## config.mk

```make
export PLATFORM = sky130hd
export DESIGN_NAME = clock_fanout_output_control
export DESIGN_NICKNAME = d
export VERILOG_FILES = /design/src/clock_fanout_pkg.sv /design/src/clock_fanout_output_control.sv
export SDC_FILE = /design/constraint.sdc
export NUM_CORES = 1
export LEC_CHECK = 0
export BUFFER_PORTS_ARGS = -buffer_cell sky130_fd_sc_hd__buf_4
export CAP_MARGIN = 15
export CORE_MARGIN = 4
export CORE_UTILIZATION = 44
export CTS_BUF_LIST = sky130_fd_sc_hd__clkbuf_8 sky130_fd_sc_hd__clkbuf_16
export DETAILED_ROUTE_END_ITERATION = 8
export SYNTH_ARGS = -nofsm -noshare
export SYNTH_HDL_FRONTEND = slang
export SYNTH_SLANG_ARGS = --single-unit
```

## constraint.sdc

```tcl
create_clock -name clk -period 4.59 [get_ports clk]
set_input_delay 0.2295 -clock clk [delete_from_list [all_inputs] [get_ports clk]]
set_output_delay 0.2295 -clock clk [all_outputs]
set_load 0.05 [all_outputs]
```

## src/clock_fanout_pkg.sv

```systemverilog
// Shared types and constants for the clock fan-out output control block
`default_nettype none
package clock_fanout_pkg;

   // Five output banks plus the feedback bank at the top index
   localparam int NUM_BANKS    = 5;
   localparam int NUM_CHANNELS = 6;
   localparam int FB_CHANNEL   = 5;

   // Values after reset
   localparam logic [1:0] DIV_CNT_RESET  = 2'h0;
   localparam logic [3:0] FB_RATIO_RESET = 4'h1;

   // Per-bank function select encoding
   typedef enum logic [1:0] {
      FUNC_DIV2   = 2'h0,
      FUNC_DIV4   = 2'h1,
      FUNC_ZERO   = 2'h2,
      FUNC_INVERT = 2'h3
   } bank_function_t;

   // Three-level static strap as seen after the level detector
   typedef enum logic [1:0] {
      LEVEL_LOW  = 2'h0,
      LEVEL_MID  = 2'h1,
      LEVEL_HIGH = 2'h2
   } three_level_t;

   // One differential output: true, complement, output enable (low drives)
   typedef struct packed {
      logic q;
      logic q_n;
      logic oe_n;
   } diff_out_t;

   // Static controls of one output bank
   typedef struct packed {
      logic [1:0] func;
      logic       stop_n;
   } bank_ctrl_t;

   // Feedback input divide ratio from the two three-level straps
   function automatic logic [3:0] divide_ratio(input logic [1:0] hi,
                                               input logic [1:0] lo);
      logic [3:0] ratio;
      ratio = 4'h1;
      case ({hi, lo})
         {LEVEL_LOW,  LEVEL_LOW}:  ratio = 4'h2;
         {LEVEL_LOW,  LEVEL_MID}:  ratio = 4'h3;
         {LEVEL_LOW,  LEVEL_HIGH}: ratio = 4'h4;
         {LEVEL_MID,  LEVEL_LOW}:  ratio = 4'h5;
         {LEVEL_MID,  LEVEL_MID}:  ratio = 4'h1;
         {LEVEL_MID,  LEVEL_HIGH}: ratio = 4'h6;
         {LEVEL_HIGH, LEVEL_LOW}:  ratio = 4'h8;
         {LEVEL_HIGH, LEVEL_MID}:  ratio = 4'hA;
         {LEVEL_HIGH, LEVEL_HIGH}: ratio = 4'hC;
         default:                  ratio = 4'h1;
      endcase
      return ratio;
   endfunction

   // Clock seen by one channel for its function select
   function automatic logic channel_clock(input logic [1:0] func,
                                          input logic [1:0] cnt,
                                          input logic       base);
      logic clk_out;
      clk_out = base;
      case (func)
         FUNC_DIV2:   clk_out = cnt[0];
         FUNC_DIV4:   clk_out = cnt[1];
         FUNC_ZERO:   clk_out = base;
         FUNC_INVERT: clk_out = ~base;
         default:     clk_out = base;
      endcase
      return clk_out;
   endfunction

endpackage
`default_nettype wire

```

## src/clock_fanout_output_control.sv

```systemverilog
// Output control of a zero-delay differential clock fan-out driver
`timescale 1ns/100ps
`default_nettype none
module clock_fanout_output_control (
   input  wire logic                                clk,
   input  wire logic                                rst,
   input  wire logic [1:0]                          ref_clk_in,
   input  wire logic                                source_select,
   input  wire logic                                loop_bypass,
   input  wire logic                                edge_polarity_select,
   input  wire logic                                power_down_n,
   input  wire logic                                stop_style_select,
   input  wire clock_fanout_pkg::bank_ctrl_t        bank_ctrl [clock_fanout_pkg::NUM_BANKS],
   input  wire logic [1:0]                          feedback_function_select,
   input  wire logic [1:0]                          feedback_divider_select_hi,
   input  wire logic [1:0]                          feedback_divider_select_lo,
   output var  clock_fanout_pkg::diff_out_t         bank_clock_out [clock_fanout_pkg::NUM_BANKS],
   output var  clock_fanout_pkg::diff_out_t         feedback_clock_out,
   output logic [3:0]                               feedback_divide_ratio
);
   import clock_fanout_pkg::*;

   localparam int SYNC_W   = 2 + 5 + 3 * NUM_BANKS + 2 + 4;
   // Bank controls sit just above the feedback select and the two straps
   localparam int BANK_LSB = 2 + 4;

   logic [SYNC_W-1:0] raw_in;
   logic [SYNC_W-1:0] sync_a;
   logic [SYNC_W-1:0] sync_b;
   logic [1:0]        ref_s;
   logic              src_s;
   logic              bypass_s;
   logic              pol_s;
   logic              pd_n_s;
   logic              style_s;
   logic [1:0]        fb_func_s;
   logic [1:0]        ds_hi_s;
   logic [1:0]        ds_lo_s;
   logic [1:0]        func_s [NUM_CHANNELS];
   logic              stop_n_s [NUM_CHANNELS];
   logic              sel_ref;
   logic              ref_prev;
   logic              ref_edge;
   logic              osc;
   logic              base;
   logic              base_prev;
   logic              base_rise;
   logic              stop_lvl;
   logic [1:0]        div_cnt [NUM_CHANNELS];
   logic              next_q [NUM_CHANNELS];
   logic              raw_prev [NUM_CHANNELS];
   logic              stopped [NUM_CHANNELS];
   diff_out_t         chan_out [NUM_CHANNELS];

   // Every pin passes two flops; the first stage feeds only the second
   always_comb begin
      // Bank field left zero here and filled in below, so the single bits
      // above it are never overwritten
      raw_in = {ref_clk_in, source_select, loop_bypass, edge_polarity_select,
                power_down_n, stop_style_select, 15'h0000,
                feedback_function_select, feedback_divider_select_hi,
                feedback_divider_select_lo};
      for (int b = 0; b < NUM_BANKS; b++) begin
         raw_in[BANK_LSB + 3*b +: 3] = bank_ctrl[b];
      end
   end

   always_ff @(posedge clk or posedge rst) begin
      if (rst) begin
         sync_a <= '0;
         sync_b <= '0;
      end else begin
         sync_a <= raw_in;
         sync_b <= sync_a;
      end
   end

   // Unpack the synchronised vector into named controls
   always_comb begin
      ref_s     = sync_b[SYNC_W-1 -: 2];
      src_s     = sync_b[SYNC_W-3];
      bypass_s  = sync_b[SYNC_W-4];
      pol_s     = sync_b[SYNC_W-5];
      pd_n_s    = sync_b[SYNC_W-6];
      style_s   = sync_b[SYNC_W-7];
      fb_func_s = sync_b[5:4];
      ds_hi_s   = sync_b[3:2];
      ds_lo_s   = sync_b[1:0];
      for (int b = 0; b < NUM_BANKS; b++) begin
         func_s[b]   = sync_b[BANK_LSB + 3*b + 1 +: 2];
         stop_n_s[b] = sync_b[BANK_LSB + 3*b];
      end
      func_s[FB_CHANNEL]   = fb_func_s;
      stop_n_s[FB_CHANNEL] = 1'b0;      // Feedback only stops on power-down
   end

   // Reference selection and alignment edge
   assign sel_ref  = src_s ? ref_s[1] : ref_s[0];
   assign ref_edge = pol_s ? (sel_ref & ~ref_prev)
                           : (~sel_ref & ref_prev);
   // True output level when stopped: opposite of the polarity select
   assign stop_lvl = ~pol_s;

   always_ff @(posedge clk or posedge rst) begin
      if (rst) begin
         ref_prev <= 1'b0;
      end else begin
         ref_prev <= sel_ref;
      end
   end

   // Loop stand-in: toggles, and is forced high on the chosen reference
   // edge so outputs rise there; the analogue loop itself is not modelled
   always_ff @(posedge clk or posedge rst) begin
      if (rst) begin
         osc <= 1'b0;
      end else if (!pd_n_s) begin
         osc <= osc;
      end else if (ref_edge) begin
         osc <= 1'b1;
      end else begin
         osc <= ~osc;
      end
   end

   // Bypass hands the reference straight through, inverted for falling edge
   assign base      = bypass_s ? ~(sel_ref ^ pol_s) : osc;
   assign base_rise = base & ~base_prev;

   always_ff @(posedge clk or posedge rst) begin
      if (rst) begin
         base_prev <= 1'b0;
      end else if (pd_n_s) begin
         base_prev <= base;
      end
   end

   // Dividers and stop state per channel
   for (genvar c = 0; c < NUM_CHANNELS; c++) begin : g_chan
      assign next_q[c] = channel_clock(func_s[c], div_cnt[c], base);

      // Divider counts base rising edges; frozen in power-down
      always_ff @(posedge clk or posedge rst) begin
         if (rst) begin
            div_cnt[c] <= DIV_CNT_RESET;
         end else if (pd_n_s && base_rise) begin
            div_cnt[c] <= div_cnt[c] + 2'h1;
         end
      end

      // Stop changes only as the clock enters the stop level, so the
      // last pulse is whole and the first after release is whole too
      always_ff @(posedge clk or posedge rst) begin
         if (rst) begin
            raw_prev[c] <= 1'b0;
            stopped[c]  <= 1'b0;
         end else if (pd_n_s) begin
            raw_prev[c] <= next_q[c];
            if (next_q[c] == stop_lvl && raw_prev[c] != stop_lvl) begin
               // Stop input high halts the bank
               stopped[c] <= stop_n_s[c];
            end
         end
      end

      // Output register; power-down overrides the bank stop at once
      always_ff @(posedge clk or posedge rst) begin
         if (rst) begin
            chan_out[c] <= '{q: 1'b0, q_n: 1'b1, oe_n: 1'b1};
         end else if (!pd_n_s) begin
            chan_out[c].q    <= stop_lvl;
            chan_out[c].q_n  <= ~stop_lvl;
            chan_out[c].oe_n <= ~style_s;
         end else if (stopped[c]) begin
            chan_out[c].q    <= stop_lvl;
            chan_out[c].q_n  <= ~stop_lvl;
            chan_out[c].oe_n <= ~style_s;
         end else begin
            chan_out[c].q    <= next_q[c];
            chan_out[c].q_n  <= ~next_q[c];
            chan_out[c].oe_n <= 1'b0;
         end
      end

      // Halted or powered-down channel holds the stop level
      a_stop_level: assert property (
         @(posedge clk) disable iff (rst)
         (!pd_n_s || stopped[c]) |=> chan_out[c].q == $past(stop_lvl)
            && chan_out[c].q_n == !$past(stop_lvl))
         else $error("stopped output not at stop level");

      // Enable follows style select while halted
      a_stop_style: assert property (
         @(posedge clk) disable iff (rst)
         (!pd_n_s || stopped[c]) |=> chan_out[c].oe_n == !$past(style_s))
         else $error("stopped output enable wrong for style");

      // Running channel drives its function clock
      a_run_clock: assert property (
         @(posedge clk) disable iff (rst)
         (pd_n_s && !stopped[c]) |=> !chan_out[c].oe_n
            && chan_out[c].q == $past(next_q[c]))
         else $error("running output does not follow its clock");

      // Stop entry happens only where the clock enters the stop level
      a_stop_edge: assert property (
         @(posedge clk) disable iff (rst)
         $rose(stopped[c]) |-> $past(next_q[c]) == $past(stop_lvl))
         else $error("stop applied off a clock boundary");

      // Divider frozen while powered down
      a_pd_freeze: assert property (
         @(posedge clk) disable iff (rst)
         !pd_n_s ##1 !pd_n_s |-> $stable(div_cnt[c]))
         else $error("divider moved during power-down");
   end

   // Drive the top-level outputs from the channel registers
   always_comb begin
      for (int b = 0; b < NUM_BANKS; b++) begin
         bank_clock_out[b] = chan_out[b];
      end
      feedback_clock_out = chan_out[FB_CHANNEL];
   end

   // Feedback divider ratio from the two straps
   always_ff @(posedge clk or posedge rst) begin
      if (rst) begin
         feedback_divide_ratio <= FB_RATIO_RESET;
      end else begin
         feedback_divide_ratio <= divide_ratio(ds_hi_s, ds_lo_s);
      end
   end

   // In rising-edge bypass an undivided feedback output shows the synchronised
   // reference picked by the source select one edge later; checks the path after the synchronisers
   a_ref_select: assert property (
      @(posedge clk) disable iff (rst)
      (pd_n_s && bypass_s && pol_s && func_s[FB_CHANNEL] == FUNC_ZERO)
         |=> feedback_clock_out.q == $past(ref_s[src_s]))
      else $error("wrong reference selected");

   // Bypass passes the reference through unchanged in rising mode
   a_bypass_path: assert property (
      @(posedge clk) disable iff (rst)
      (bypass_s && pol_s) |-> base == sel_ref)
      else $error("bypass does not route the reference");

   // Strap low/low gives divide by two
   a_div_ratio: assert property (
      @(posedge clk) disable iff (rst)
      (ds_hi_s == LEVEL_LOW && ds_lo_s == LEVEL_LOW)
         |=> feedback_divide_ratio == 4'h2)
      else $error("feedback divide ratio wrong");

   // Loop stand-in goes high right after the chosen reference edge
   a_edge_align: assert property (
      @(posedge clk) disable iff (rst)
      (pd_n_s && ref_edge) |=> osc)
      else $error("outputs not aligned to reference edge");

endmodule
`default_nettype wire

```

* After elaboration in Yosys (flattened, before gate mapping) *
Memory sizes are Yosys's and may differ from the RTL's. A register that Yosys moved wholly into a read port is not among the register bits.
Index checks and enable logic that the tools add are counted.

word-level totals
  memories kept = 1
  memory bits (read-only) = 64
  register bits = 99
  word-level logic and storage cells = 130
  input bits = 30

operators by class
  $add $sub $neg = 6
  bitwise operators = 18
  reductions and logical operators = 17
  multiplexer cells = 21
  eq/ne operators = 28

memory list
  name              depth  bits a word  read ports  clocked after memory_dff  wr ports  line                    source
  (name not given)  16     4            1           1                         0         clock_fanout_pkg.sv:47  case ({hi, lo})

operator list
  cell                                                                   number
  3-bit two-way mux                                                      11
  2-bit equality test, second input constant                             12
  1-bit case mux with 4 select lines                                     6
  1-bit inverter                                                         14
  2-bit by 1-bit adder with 2-bit output, second input constant          6
  2-bit by 1-bit equality test with 1-bit output, second input constant  6
  2-bit zero test                                                        6
  2-bit AND reduction                                                    5
  1-bit logical AND                                                      6
  1-bit equality test                                                    5
  1-bit != test                                                          5
  1-bit two-way mux                                                      4
  1-bit bitwise AND                                                      3
  1-bit XOR                                                              1

* Depth between registers and ports, before layout *
Gate-level depths: netlist of run 1.

  word-level depth = 9
  gate-level depth with buffers = 8

* Worst setup path before layout of run 1 *
Ideal clock, no wire load.

  path kind = register to register
  start point = reg sync_b[25]
  end point = reg stopped[5] in the netlist's numbering
  path buffers = 0
  required time = 4.510 ns
  period minus slack after synthesis = 1.988 ns
  data arrival time = 1.908 ns
  setup time = 0.080 ns
  cell stages (with the launch flop) = 7
  path slack = 2.602 ns
  cells stage by stage = dfrtp_1 > mux2i_4 > mux2i_1 > o21ai_1 > a31oi_4 > mux2_1 > nor3_2

between the ends
  word-level cells in the longest chain between the ends = 9

ends and longest elaborated chain
  what                                    line                                source
  start: declaration                      clock_fanout_output_control.sv:29   logic [SYNC_W-1:0] sync_b;
  start signal: assignment                clock_fanout_output_control.sv:74   sync_b <= sync_a;
  1-bit two-way mux (*)                   clock_fanout_output_control.sv:98   assign sel_ref = src_s ? ref_s[1] : ref_s[0];
  1-bit XOR (*)                           clock_fanout_output_control.sv:127  assign base = bypass_s ? ~(sel_ref ^ pol_s) : osc;
  1-bit inverter (*)                      clock_fanout_output_control.sv:127
  1-bit two-way mux (*)                   clock_fanout_output_control.sv:127
  1-bit inverter                          clock_fanout_pkg.sv:72              FUNC_INVERT: clk_out = ~base;
  1-bit case mux with 4 select lines (*)  clock_fanout_pkg.sv:68              case (func)
  1-bit equality test (*)                 clock_fanout_output_control.sv:159  if (next_q[c] == stop_lvl && raw_prev[c] != stop_lvl) begin
  1-bit logical AND (*)                   clock_fanout_output_control.sv:159
  2-bit AND reduction (no line) (*)       -
  end signal: indexed assignment          clock_fanout_output_control.sv:161  stopped[c] <= stop_n_s[c];
  end: declaration                        clock_fanout_output_control.sv:52   logic stopped [NUM_CHANNELS];

Every way passes the cells marked *; elsewhere a longest branch is shown, timed or not.
A chain may end at the register's enable or synchronous reset.

* Worst setup path after layout of run 1 *
  start point = reg sync_b[23]
  end point = reg stopped[5] in the netlist's numbering

between the ends
  word-level cells in the longest chain between the ends = 8

ends and longest elaborated chain
  what                                line
  1-bit XOR                           clock_fanout_output_control.sv:127
  1-bit inverter                      clock_fanout_output_control.sv:127
  1-bit two-way mux                   clock_fanout_output_control.sv:127
  1-bit inverter                      clock_fanout_pkg.sv:72
  1-bit case mux with 4 select lines  clock_fanout_pkg.sv:68
  1-bit equality test                 clock_fanout_output_control.sv:159
  1-bit logical AND (*)               clock_fanout_output_control.sv:159
  2-bit AND reduction (no line) (*)   -

Marks and branches as above.

==> key figures, run 1 <==
Run status
  – Status: finished clean

Worst setup path
  – Setup crit start kind: flop
  – Critical-path cell list: nand2b_1, mux2i_1, or3_4, a31oi_4, mux2_1, nor3_2
  – Crit path largest cell delay: roughly 1000 ps
  – CP max FO: 34
  – WP data required: approximately 5000 ps
  – Worst Path Buf+Inv: 0
  – Flop2flop setup slack: 1850 ps
  – FF-to-FF End: stopped[5]
  – Arrival @ worst endpoint: 3040 ps
  – Reg2Reg Depth: 6
  – Kind of cell adding the most delay to the critical path: flip-flops
  – Setup CP Type: reg -> reg
  – Reg-to-Reg Start: sync_b[23]
  – CP max stage cell: dfrtp_1
  – Worst Setup End Kind: flop

Hold path
  – Hold_sp: sync_a[8]
  – Hold Crit Endpoint: sync_b[8]
  – Hold crit path type: reg -> reg
  – Worst Hold Depth: 0

Finish
  – Post-layout util: between 50% and 60%
  – Synthesis-to-finish area growth: 25.14%
  – Ant. Diodes: 0
  – Layout cells sized above 1: 28.57%
  – Number of nets in the layout: 403

Floorplanning
  – Core Area: approximately 8700 um2
  – Height of the die: 102.4 um
  – Top Ports: 52
  – Row count: 34
  – Die area: ~10000 um2
  – Die width: 102.4 um
  – Initial core utilization: a little under half

Timing
  – Final min period: about 2700 ps
  – Setup TNS: 0 ps
  – Setup violations, final: 0
  – Tcrit/Tclk final: between 50% and 60%
  – Tightest Pin Transition: around 1000 ps
  – Fin. Hold Viols: 0
  – Final Slew Violations: 0
  – Unrepaired setup endpoints after global routing: no
  – Layout Skew: ~10 ps
  – Max_slew headroom: 30.50%
  – Fmax: ~360 MHz

Global route
  – Gr busiest metal: met2
  – Met1 usage: between 10% and 20%
  – Largest net degree at the start of global routing: 63
  – Initial antenna violation count: 0
  – Vias in the first global route: ~2300
  – First-pass GRT wire length: roughly 11 mm
  – GR Util met3: 2.935%
  – Total gr overflow: 0
  – GRT Total Usage: approximately an eighth
  – GR Util met2: between 20% and 30%

Clock tree
  – Skew-Pair Late Insertion Delay: 360 ps
  – H-tree level count: 3
  – Clk root buf: clkbuf_8
  – Deepest clock path buffer count: 2
  – CTS tree: yes
  – TritonCTS Buffers: 9
  – Worst-path clk slew: roughly 100 ps
  – CTS Sinks: roughly 100

Yosys
  – Post-Syn Instances: a little under 300
  – Unique masters post-synth: between 40 and 50
  – Area leader, netlist: dfrtp_1
  – Flops & latches, synth: 103
  – Syn avg cell area: between 10 and 15 um2
  – YS warnings: 0
  – Post-synth top area share: between 50% and 60%
  – Total nets after synthesis: 320
  – Synth top area cells: dfrtp_1 57%, dfstp_2 8.7%, nand2b_1 2.2%, nor2b_1 2.2%, nand2_1 1.9%
  – Predominant post-synthesis flop cell: dfrtp_1
  – Post-synth EDFFs: 0
  – Post-synthesis sequential area ratio: ~66%
  – Ys async rst share: 100.0%
  – Mapped Area: slightly below 4000 um2

Place
  – Detailed Place HPWL: ~4.1 mm
  – I/O Buffers: 51
  – Gp weighted congestion: between 0.8 and 0.9

Routing
  – DR vias: 2325
  – Drt initial violations: 93
  – DRT antenna net count: 0
  – Pre-antenna DRT Iters: 4
  – Via/cell ratio: about 4.8
  – Final WL: around 6.3 mm
  – DRC viols: 0
  – Routed len/inst: between 10 and 15 um

Power and ir drop
  – Pleak: about 2.2 nW
  – Max VDD drop: 0.1913 mV
  – Pwr/cell area: ~470 nW/um2

Job
  – Max-Cap Viols: 0
[layer usage]
metal	up-vias	part of all wire (%)	routed length, um
met1	1111	46	2904
met2	50	47	2972
met4	0	1.8	115
met3	9	4.4	278
li1	1155	-	-
met5	-	0	0
[area by class of cell]
type	count	area (um2)
clock buffers	9	123.9
clock inverters	7	100.1
fillers	712	3770
inverters	14	55.05
multi-input cells	163	1212
flip-flops and latches	103	2594
well taps	108	135.1
repair buffers	82	688.2
[cells by family after synthesis]
kind of cell | count (synthesis) | synth area share [%]
XOR/XNOR | 12 | 2.679
flip-flops | 103 | 66.12
multiplexers | 14 | 4.338
AND/OR/NAND/NOR | 98 | 17.03
AO/OA/AOI/OAI | 39 | 6.858
buffers and inverters | 24 | 2.966
[cell usage after synthesis, types with 2 or more instances]
cell      number
a21oi_1        6
nor4_4         3
and2_1         4
mux2i_1        2
nand2_1       20
a211oi_1       6
nand4b_1       8
xor2_1         6
and3_1         4
dfstp_2       13
o21ai_1        5
mux2_1         4
o21a_1         6
inv_1         13
and4_4         3
dfrtp_1       90
o31ai_1        3
nor4b_2        4
mux2_2         6
nand2b_1      14
nand3b_1       2
nor2b_1       14
nor2_1        12
buf_6          3
nor3_1         2
o22ai_1        4
o21ai_0        3
buf_2          3
xnor2_1        6
clkbuf_1       3
[stage by stage]
step | std cells | power, W | worst slack, ps | instance area, um2 | hold slack [ps]
after global routing | 486 | 0.002465 | 1692 | 4908 | 362.5
after CTS | 486 | 0.002362 | 1857 | 4908 | 355.4
after global placement | 441 | 0.001700 | 1971 | 4394 | 301.3
final | 486 | 0.002328 | 1845 | 4908 | 354.8
after detailed placement | 441 | 0.001716 | 1851 | 4394 | 307.9
after floorplan | 290 | 0.001580 | 1678 | 3923 | 260.9
[report_power, final]
group          switching [W]  internal, W  leakage (nW)
Sequential          0.000106      0.00108          1.19
Clock               0.000304     0.000313         0.115
Combinational       0.000292     0.000235         0.854
[layout by cell type, fill, tap and decap left out, types with 4 or more instances in the layout]
cell,Yosys,layout
xor2_1,6,6
nand2_1,20,20
nor2_1,12,12
xnor2_1,6,6
inv_1,13,12
o21ai_1,5,5
o22ai_1,4,4
clkbuf_8,0,9
mux2_2,6,6
a21oi_1,6,6
buf_4,0,53
nand2b_1,14,14
dlygate4sd3_1,0,29
dfstp_2,13,13
nor2b_1,14,14
nand4b_1,8,8
o21a_1,6,6
and2_1,4,4
mux2_1,4,4
nor4b_2,4,4
a211oi_1,6,6
dfrtp_1,90,90
and3_1,4,4
[worst max path at each step]
stage                     slack [ps]            endpoint        from  cells after the start
after floorplan                 1680  bank_clock_out[11]         rst                      1
after global placement          1970          stopped[5]  sync_b[23]                      6
after detailed placement        1850          stopped[5]  sync_b[23]                      6
after CTS                       1860          stopped[5]  sync_b[23]                      6
after global routing            1690          stopped[5]  sync_b[23]                      6
final                           1850          stopped[5]  sync_b[23]                      6
[registers in the layout, summed over array words and instances, names as in the netlist]
name / cells
stopped: 5
base_prev: 1
feedback_divide_ratio: 4
sync_b: 28
sync_a: 28
div_cnt: 12
bank_clock_out: 15
osc: 1
feedback_clock_out: 3
ref_prev: 1
raw_prev: 5
[repair_timing]
action | CTS | global route
endpoints found under the hold margin | 68 | 0
hold buffers | 29 | 0
gates resized for setup | 0 | 0
buffers inserted | 0 | 0
(Power assumes the default switching activity.)
==> inputs of run 2 (changes only) <==
--- a/config.mk
+++ b/config.mk
@@ -11,6 +11,7 @@
 export CORE_UTILIZATION = 44
 export CTS_BUF_LIST = sky130_fd_sc_hd__clkbuf_8 sky130_fd_sc_hd__clkbuf_16
 export DETAILED_ROUTE_END_ITERATION = 8
+export PLACE_DENSITY = 0.66
 export SYNTH_ARGS = -nofsm -noshare
 export SYNTH_HDL_FRONTEND = slang
 export SYNTH_SLANG_ARGS = --single-unit
==> constraint.sdc (replaced) <==
create_clock -name clk -period 2.5 [get_ports clk]
set_input_delay 0.125 -clock clk [delete_from_list [all_inputs] [get_ports clk]]
set_output_delay 0.125 -clock clk [all_outputs]
set_load 0.05 [all_outputs]
==> run 2 against run 1 <==
Compared with the run above: design area fell by 0.10%; via count rose by 0.69%; final cell count rose by 1.2%; largest cell class unchanged; highest routed layer unchanged.
==> key figures, run 2 (same netlist as run 1, synthesis figures left out) <==
Run status
  – Status: finished clean

Routing
  – Routed len/inst: 12.56 um (-2.6%)
  – Pre-antenna DRT Iters: 4 (unchanged)
  – Drt initial violations: 106 (+14%)
  – Via/cell ratio: 4.758 (-0.54%)
  – Final WL: 6.181 mm (-1.4%)
  – DRC viols: 0 (unchanged)
  – DRT antenna net count: 0 (unchanged)
  – DR vias: 2341 (+0.69%)

Worst setup path
  – Reg2Reg Depth: 8 (+2)
  – Worst Setup EP: stopped[2]
  – FF-to-FF End: stopped[2]
  – CP max FO: 10 (-71%)
  – Setup crit start kind: flop
  – Setup CP Type: reg -> reg
  – Worst Setup End Kind: flop
  – Arrival @ worst endpoint: 2380 ps (-660 ps)
  – WP data required: 2740 ps (-2140 ps)
  – Reg-to-Reg Start: sync_b[25]
  – Flop2flop setup slack: 360 ps (-1480 ps)
  – CP startpoint: sync_b[25]

Finish
  – Design Area, Final: 4903 um2 (-0.10%)
  – Most frequent cells in the layout: 90 x dfrtp_1, 58 x buf_4, 29 x dlygate4sd3_1, 20 x nand2_1, 15 x inv_1
  – Ant. Diodes: 0 (unchanged)
  – Most common cell after layout, fill and taps aside: dfrtp_1
  – Layout cells sized above 1: 28.91% (+0.33 points)
  – Fillers: 758 (+6.5%)
  – Number of nets in the layout: 409 (+1.5%)
  – Synthesis-to-finish area growth: 25.01%

Timing
  – Layout Skew: 12.45 ps (+2.303 ps)
  – Max_slew headroom: 50.20% (+20 points)
  – Fmax: 467.8 MHz (+28%)
  – Setup TNS: 0 ps (unchanged)
  – Final Slew Violations: 0 (unchanged)
  – Tcrit/Tclk final: 85.50% (+26 points)
  – WHS: 339.0 ps (-15.76 ps)
  – Final min period: 2138 ps (-607.0 ps)
  – Fin. Hold Viols: 0 (unchanged)
  – Tightest Pin Transition: 745.4 ps (-297.1 ps)
  – Setup violations, final: 0 (unchanged)
  – Unrepaired setup endpoints after global routing: no

Power and ir drop
  – Max VDD drop: 0.3109 mV (+63%)
  – Pleak: 2.162 nW (+0.17%)
  – Logic pwr share: 24.7% (+2.1 points)
  – Net switching fraction of the power: 30.96% (+0.81 points)
  – Psw: 0.001242 W (+77%)
  – P_int: 0.002770 W (+70%)
  – Pwr/cell area: 818.1 nW/um2 (+72%)
  – Sequential share of power: 54.0% (+3.1 points)
  – Clock share of power: 21.4% (-5.1 points)

Clock tree
  – CTS Sinks: 103 (unchanged)
  – CTS tree: yes
  – H-tree level count: 3 (unchanged)
  – Skew-Pair Late Insertion Delay: 350 ps (about the same)
  – Worst-path clk slew: 90 ps (about the same)
  – PostCTS Resize Cnt: 0 (unchanged)
  – TritonCTS Buffers: 9 (unchanged)
  – Clk root buf: clkbuf_8
  – Deepest clock path buffer count: 2 (unchanged)

Floorplanning
  – Row count: 34 (unchanged)
  – Initial core utilization: 45.20% (unchanged)
  – Die area: 10490 um2 (unchanged)
  – Core Area: 8678 um2 (unchanged)
  – Die width: 102.4 um (unchanged)
  – Height of the die: 102.4 um (unchanged)
  – Top Ports: 52 (unchanged)

Hold path
  – Hold crit path type: reg -> reg
  – Hold_sp: sync_a[16]

Global route
  – Largest net degree at the start of global routing: 51 (-19%)
  – Initial antenna violation count: 0 (unchanged)
  – Total gr overflow: 0 (unchanged)
  – GRT Total Usage: 13.29% (about the same)
  – First-pass GRT wire length: 10.93 mm (+1.8%)
  – Vias in the first global route: 2343 (+2.8%)

Place
  – Area after DPL: 4453 um2 (+1.3%)
  – Detailed Place HPWL: 4.262 mm (+3.2%)
  – Gp weighted congestion: 0.7688 (-8.3%)
  – I/O Buffers: 51 (unchanged)

Job
  – Max-Cap Viols: 0 (unchanged)
run 2: changes by cell type in the layout (fill, tap and decap cells not counted), sizes merged:
| cell | before | now |
|---|---|---|
| buf | 53 | 59 |
| bufinv | 2 | 0 |
| clkinvlp | 0 | 3 |
| inv | 17 | 16 |
run 2: layout make-up:
| type | instances | area (um2) | share of cell area, % |
|---|---|---|---|
| multi-input combinational | 163 | 1212 | 24.73 |
| clock inverter | 7 | 36.28 | 0.7400 |
| tap | 108 | 135.1 | 2.756 |
| clock buffer | 9 | 123.9 | 2.526 |
| inverter | 14 | 56.30 | 1.148 |
| sequential | 103 | 2594 | 52.90 |
| timing repair buffer | 88 | 745.7 | 15.21 |
run 2: worst min-delay path by stage:
| stage | to | slack (ps) | cells past startpoint |
|---|---|---|---|
| 6_report | sync_b[16] | 340 | 0 |
| 2_1_floorplan | sync_a[0] | 160 | 0 |
| 3_3_place_gp | sync_a[17] | 230 | 1 |
| 5_1_grt | sync_b[16] | 350 | 0 |
| 4_1_cts | sync_b[16] | 350 | 0 |
| 3_5_place_dp | sync_a[1] | 240 | 1 |
run 2: power groups by stage:
stage          sequential [W]  clock [W]  combinational (W)
5_1_grt               0.00221   0.000973            0.00108
4_1_cts               0.00217   0.000893            0.00100
6_report              0.00216   0.000857           0.000990
2_1_floorplan         0.00241          0           0.000489
3_3_place_gp          0.00219          0           0.000946
3_5_place_dp          0.00220          0           0.000966
run 2: worst max-delay path, cell delays in order, from the launching register on:
cell and delay [ps]:
dfrtp_1 390, mux2i_4 360, buf_4 240, inv_2 90
o22ai_1 220, nor4_4 60, and3_1 160, o21ai_1 200
mux2_4 320
run 2: repair_timing:
item / 4_1_cts / 5_1_grt
hold buffers: 29 / 0
buffers inserted: 0 / 0
hold endpoints to repair: 60 / 0
run 2: per-stage QoR:
step           worst slack (ps)  total power [W]  util (%)  cells
6_report                  362.4         0.004011     56.50    492
2_1_floorplan             511.8         0.002902         -    290
3_5_place_dp              345.9         0.003165     51.31    447
5_1_grt                   219.6         0.004263     56.50    492
3_3_place_gp              418.3         0.003132     51.31    447
4_1_cts                   347.1         0.004067     56.50    492
run 2: metal layers:
metal / vias to the layer above / part of all wire, % / GRT usage, %
met5: - / 0 / 0
met4: 0 / 1.3 / 4.238
met3: 8 / 4.4 / 3.686
met2: 40 / 48 / 20.56
met1: 1132 / 46 / 18.27
li1: 1161 / - / -
==> inputs of run 3 (changes only) <==
--- a/config.mk
+++ b/config.mk
@@ -11,7 +11,7 @@
 export CORE_UTILIZATION = 44
 export CTS_BUF_LIST = sky130_fd_sc_hd__clkbuf_8 sky130_fd_sc_hd__clkbuf_16
 export DETAILED_ROUTE_END_ITERATION = 8
-export PLACE_DENSITY = 0.66
+export SKIP_CTS_REPAIR_TIMING = 1
 export SYNTH_ARGS = -nofsm -noshare
 export SYNTH_HDL_FRONTEND = slang
 export SYNTH_SLANG_ARGS = --single-unit
==> constraint.sdc (replaced) <==
create_clock -name clk -period 2.1 [get_ports clk]
set_input_delay 0.105 -clock clk [delete_from_list [all_inputs] [get_ports clk]]
set_output_delay 0.105 -clock clk [all_outputs]
set_load 0.05 [all_outputs]
==> run 3 against run 2 <==
Compared with the run above: the run now ends with setup timing left; setup slack lost 370 ps; hold slack gained 6.3 ps; clock skew grew 4.9 ps; sequential power grew 19%; register-to-register slack lost 370 ps; clock power grew 35%; sequential share of layout area shrank 1.5 points; utilization grew 1.7 points; fmax grew 1.6%; final cell count grew 1.4%; critical path depth is the same; largest power group unchanged.
==> key figures, run 3 (same netlist as run 1, synthesis figures left out) <==
Clock tree
  – H-tree level count: 3 (unchanged)
  – Worst-path clk slew: 110 ps (+20 ps)
  – CTS Sinks: 103 (unchanged)
  – TritonCTS Buffers: 9 (unchanged)
  – CTS tree: yes
  – Deepest clock path buffer count: 2 (unchanged)
  – Clk root buf: clkbuf_8
  – Skew-Pair Late Insertion Delay: 370 ps (+20 ps)

Routing
  – Routed len/inst: 12.76 um (+1.5%)
  – DRC viols: 0 (unchanged)
  – Drt initial violations: 73 (-31%)
  – Pre-antenna DRT Iters: 4 (unchanged)
  – Via/cell ratio: 4.749 (-0.18%)
  – DR vias: 2370 (+1.2%)
  – DRT antenna net count: 0 (unchanged)
  – Final WL: 6.365 mm (+3.0%)

Finish
  – Number of nets in the layout: 416 (+1.7%)
  – Layout cells sized above 1: 33.25% (+4.3 points)
  – Design Area, Final: 5051 um2 (+3.0%)
  – Ant. Diodes: 0 (unchanged)
  – Synthesis-to-finish area growth: 28.77%
  – Area of the multi-input gates: 1264 um2 (+4.2%)
  – Most frequent cells in the layout: 89 x dfrtp_1, 63 x buf_4, 29 x dlygate4sd3_1, 20 x nand2_1, 14 x nor2b_1
  – Fillers: 744 (-1.8%)
  – Most common cell after layout, fill and taps aside: dfrtp_1
  – Reg area: 2595 um2 (about the same)
  – Post-layout util: 58.20% (+1.7 points)

Job
  – Max-Cap Viols: 0 (unchanged)

Global route
  – Vias in the first global route: 2224 (-5.1%)
  – Met1 usage: 18.14% (-0.13 points)
  – First-pass GRT wire length: 10.56 mm (-3.4%)
  – GR Util met2: 19.07% (-1.5 points)
  – Total gr overflow: 0 (unchanged)
  – Initial antenna violation count: 0 (unchanged)
  – Largest net degree at the start of global routing: 104 (+100%)
  – GRT Total Usage: 12.87% (-0.42 points)
  – Gr busiest metal: met2
  – GR Util met3: 3.003% (-0.68 points)

Run status
  – Status: finished, violations left
  – Failing checks: setup timing

Worst setup path
  – CP max FO: 7 (-3)
  – Setup crit start kind: flop
  – Setup CP Type: reg -> reg
  – Reg2Reg Depth: 8 (unchanged)
  – WP data required: 2360 ps (-380 ps)
  – Arrival @ worst endpoint: 2370 ps (about the same)
  – Worst Setup End Kind: flop

Floorplanning
  – Die area: 10490 um2 (unchanged)
  – Height of the die: 102.4 um (unchanged)
  – Initial core utilization: 45.20% (unchanged)
  – Core Area: 8678 um2 (unchanged)
  – Row count: 34 (unchanged)
  – Die width: 102.4 um (unchanged)
  – Top Ports: 52 (unchanged)

Power and ir drop
  – Pleak: 2.223 nW (+2.8%)
  – Final Power: 0.004968 W (+24%)
  – Pwr/cell area: 983.6 nW/um2 (+20%)
  – Max VDD drop: 0.4233 mV (+36%)

Timing
  – Layout Skew: 17.33 ps (+4.877 ps)
  – Tightest Pin Transition: 547.3 ps (-198.1 ps)
  – Fmax: 475.2 MHz (+1.6%)
  – Tcrit/Tclk final: 100.2% (+15 points)
  – Setup violations, final: 1 (+1)
  – Final min period: 2104 ps (-33.42 ps)
  – Fin. Hold Viols: 0 (unchanged)
  – Setup ws final: -4.172 ps (-366.6 ps)
  – Final Slew Violations: 0 (unchanged)
  – Max_slew headroom: 63.51% (+13 points)
  – Unrepaired setup endpoints after global routing: yes

Place
  – Gp weighted congestion: 0.8639 (+12%)
  – Detailed Place HPWL: 4.075 mm (-4.4%)
  – Area after DPL: 4496 um2 (+0.96%)
  – Dpl ws: 26.28 ps (-319.6 ps)
  – I/O Buffers: 51 (unchanged)

Hold path
  – Hold crit path type: reg -> reg
  – Worst Hold Depth: 0 (unchanged)
-- run 3: changes by cell type in the layout (fill, tap and decap cells not counted), sizes merged --
cell	previous run	this run
clkinvlp	3	2
inv	16	17
buf	59	66
-- run 3: cell type report --
type                       count  area share (%)
sequential                   103           51.37
clock buffer                   9           2.452
inverter                      14           1.115
multi-input combinational    163           25.02
timing repair buffer          95           16.13
clock inverter                 7           1.239
tap                          108           2.675
-- run 3: worst paths after layout --
| kind | to | slack [ps] | start |
|---|---|---|---|
| min | sync_b[9] | 350 | sync_a[9] |
| max in group asynchronous | sync_b[24] | 1190 | rst |
| min reg2reg | sync_b[9] | 350 | sync_a[9] |
| max | stopped[4] | -4 | sync_b[25] |
| max reg2reg | stopped[4] | -4 | sync_b[25] |
| min in group asynchronous | sync_a[12] | 400 | rst |
-- run 3: metal layers --
| layer | routed length, um | vias up |
|---|---|---|
| met2 | 3031 | 44 |
| met5 | 0 | - |
| met4 | 105 | 0 |
| met3 | 282 | 10 |
| li1 | - | 1178 |
| met1 | 2945 | 1138 |
-- run 3: through the flow --
stage	setup TNS (ps)	instances	hold slack (ps)
global route	-307.9	499	363.4
global placement	0	451	214.1
finish	-4.172	499	345.3
detailed placement	0	451	215.3
CTS	-2.981	467	-183.5
floorplan	0	290	136.4
-- run 3: worst max-delay path: stages, from the launching register on --
cell and delay, ps:
dfrtp_1 420, mux2i_4 240, buf_6 150, buf_4 140, o31ai_1 380, nor4_4 80
and3_1 150, o21ai_1 140, mux2_1 320
-- run 3: report_power, final --
group,switching (W),internal [W]
sequential,0.000213,0.00236
combinational,0.000671,0.000563
clock,0.000706,0.000456
total,0.00159,0.00338
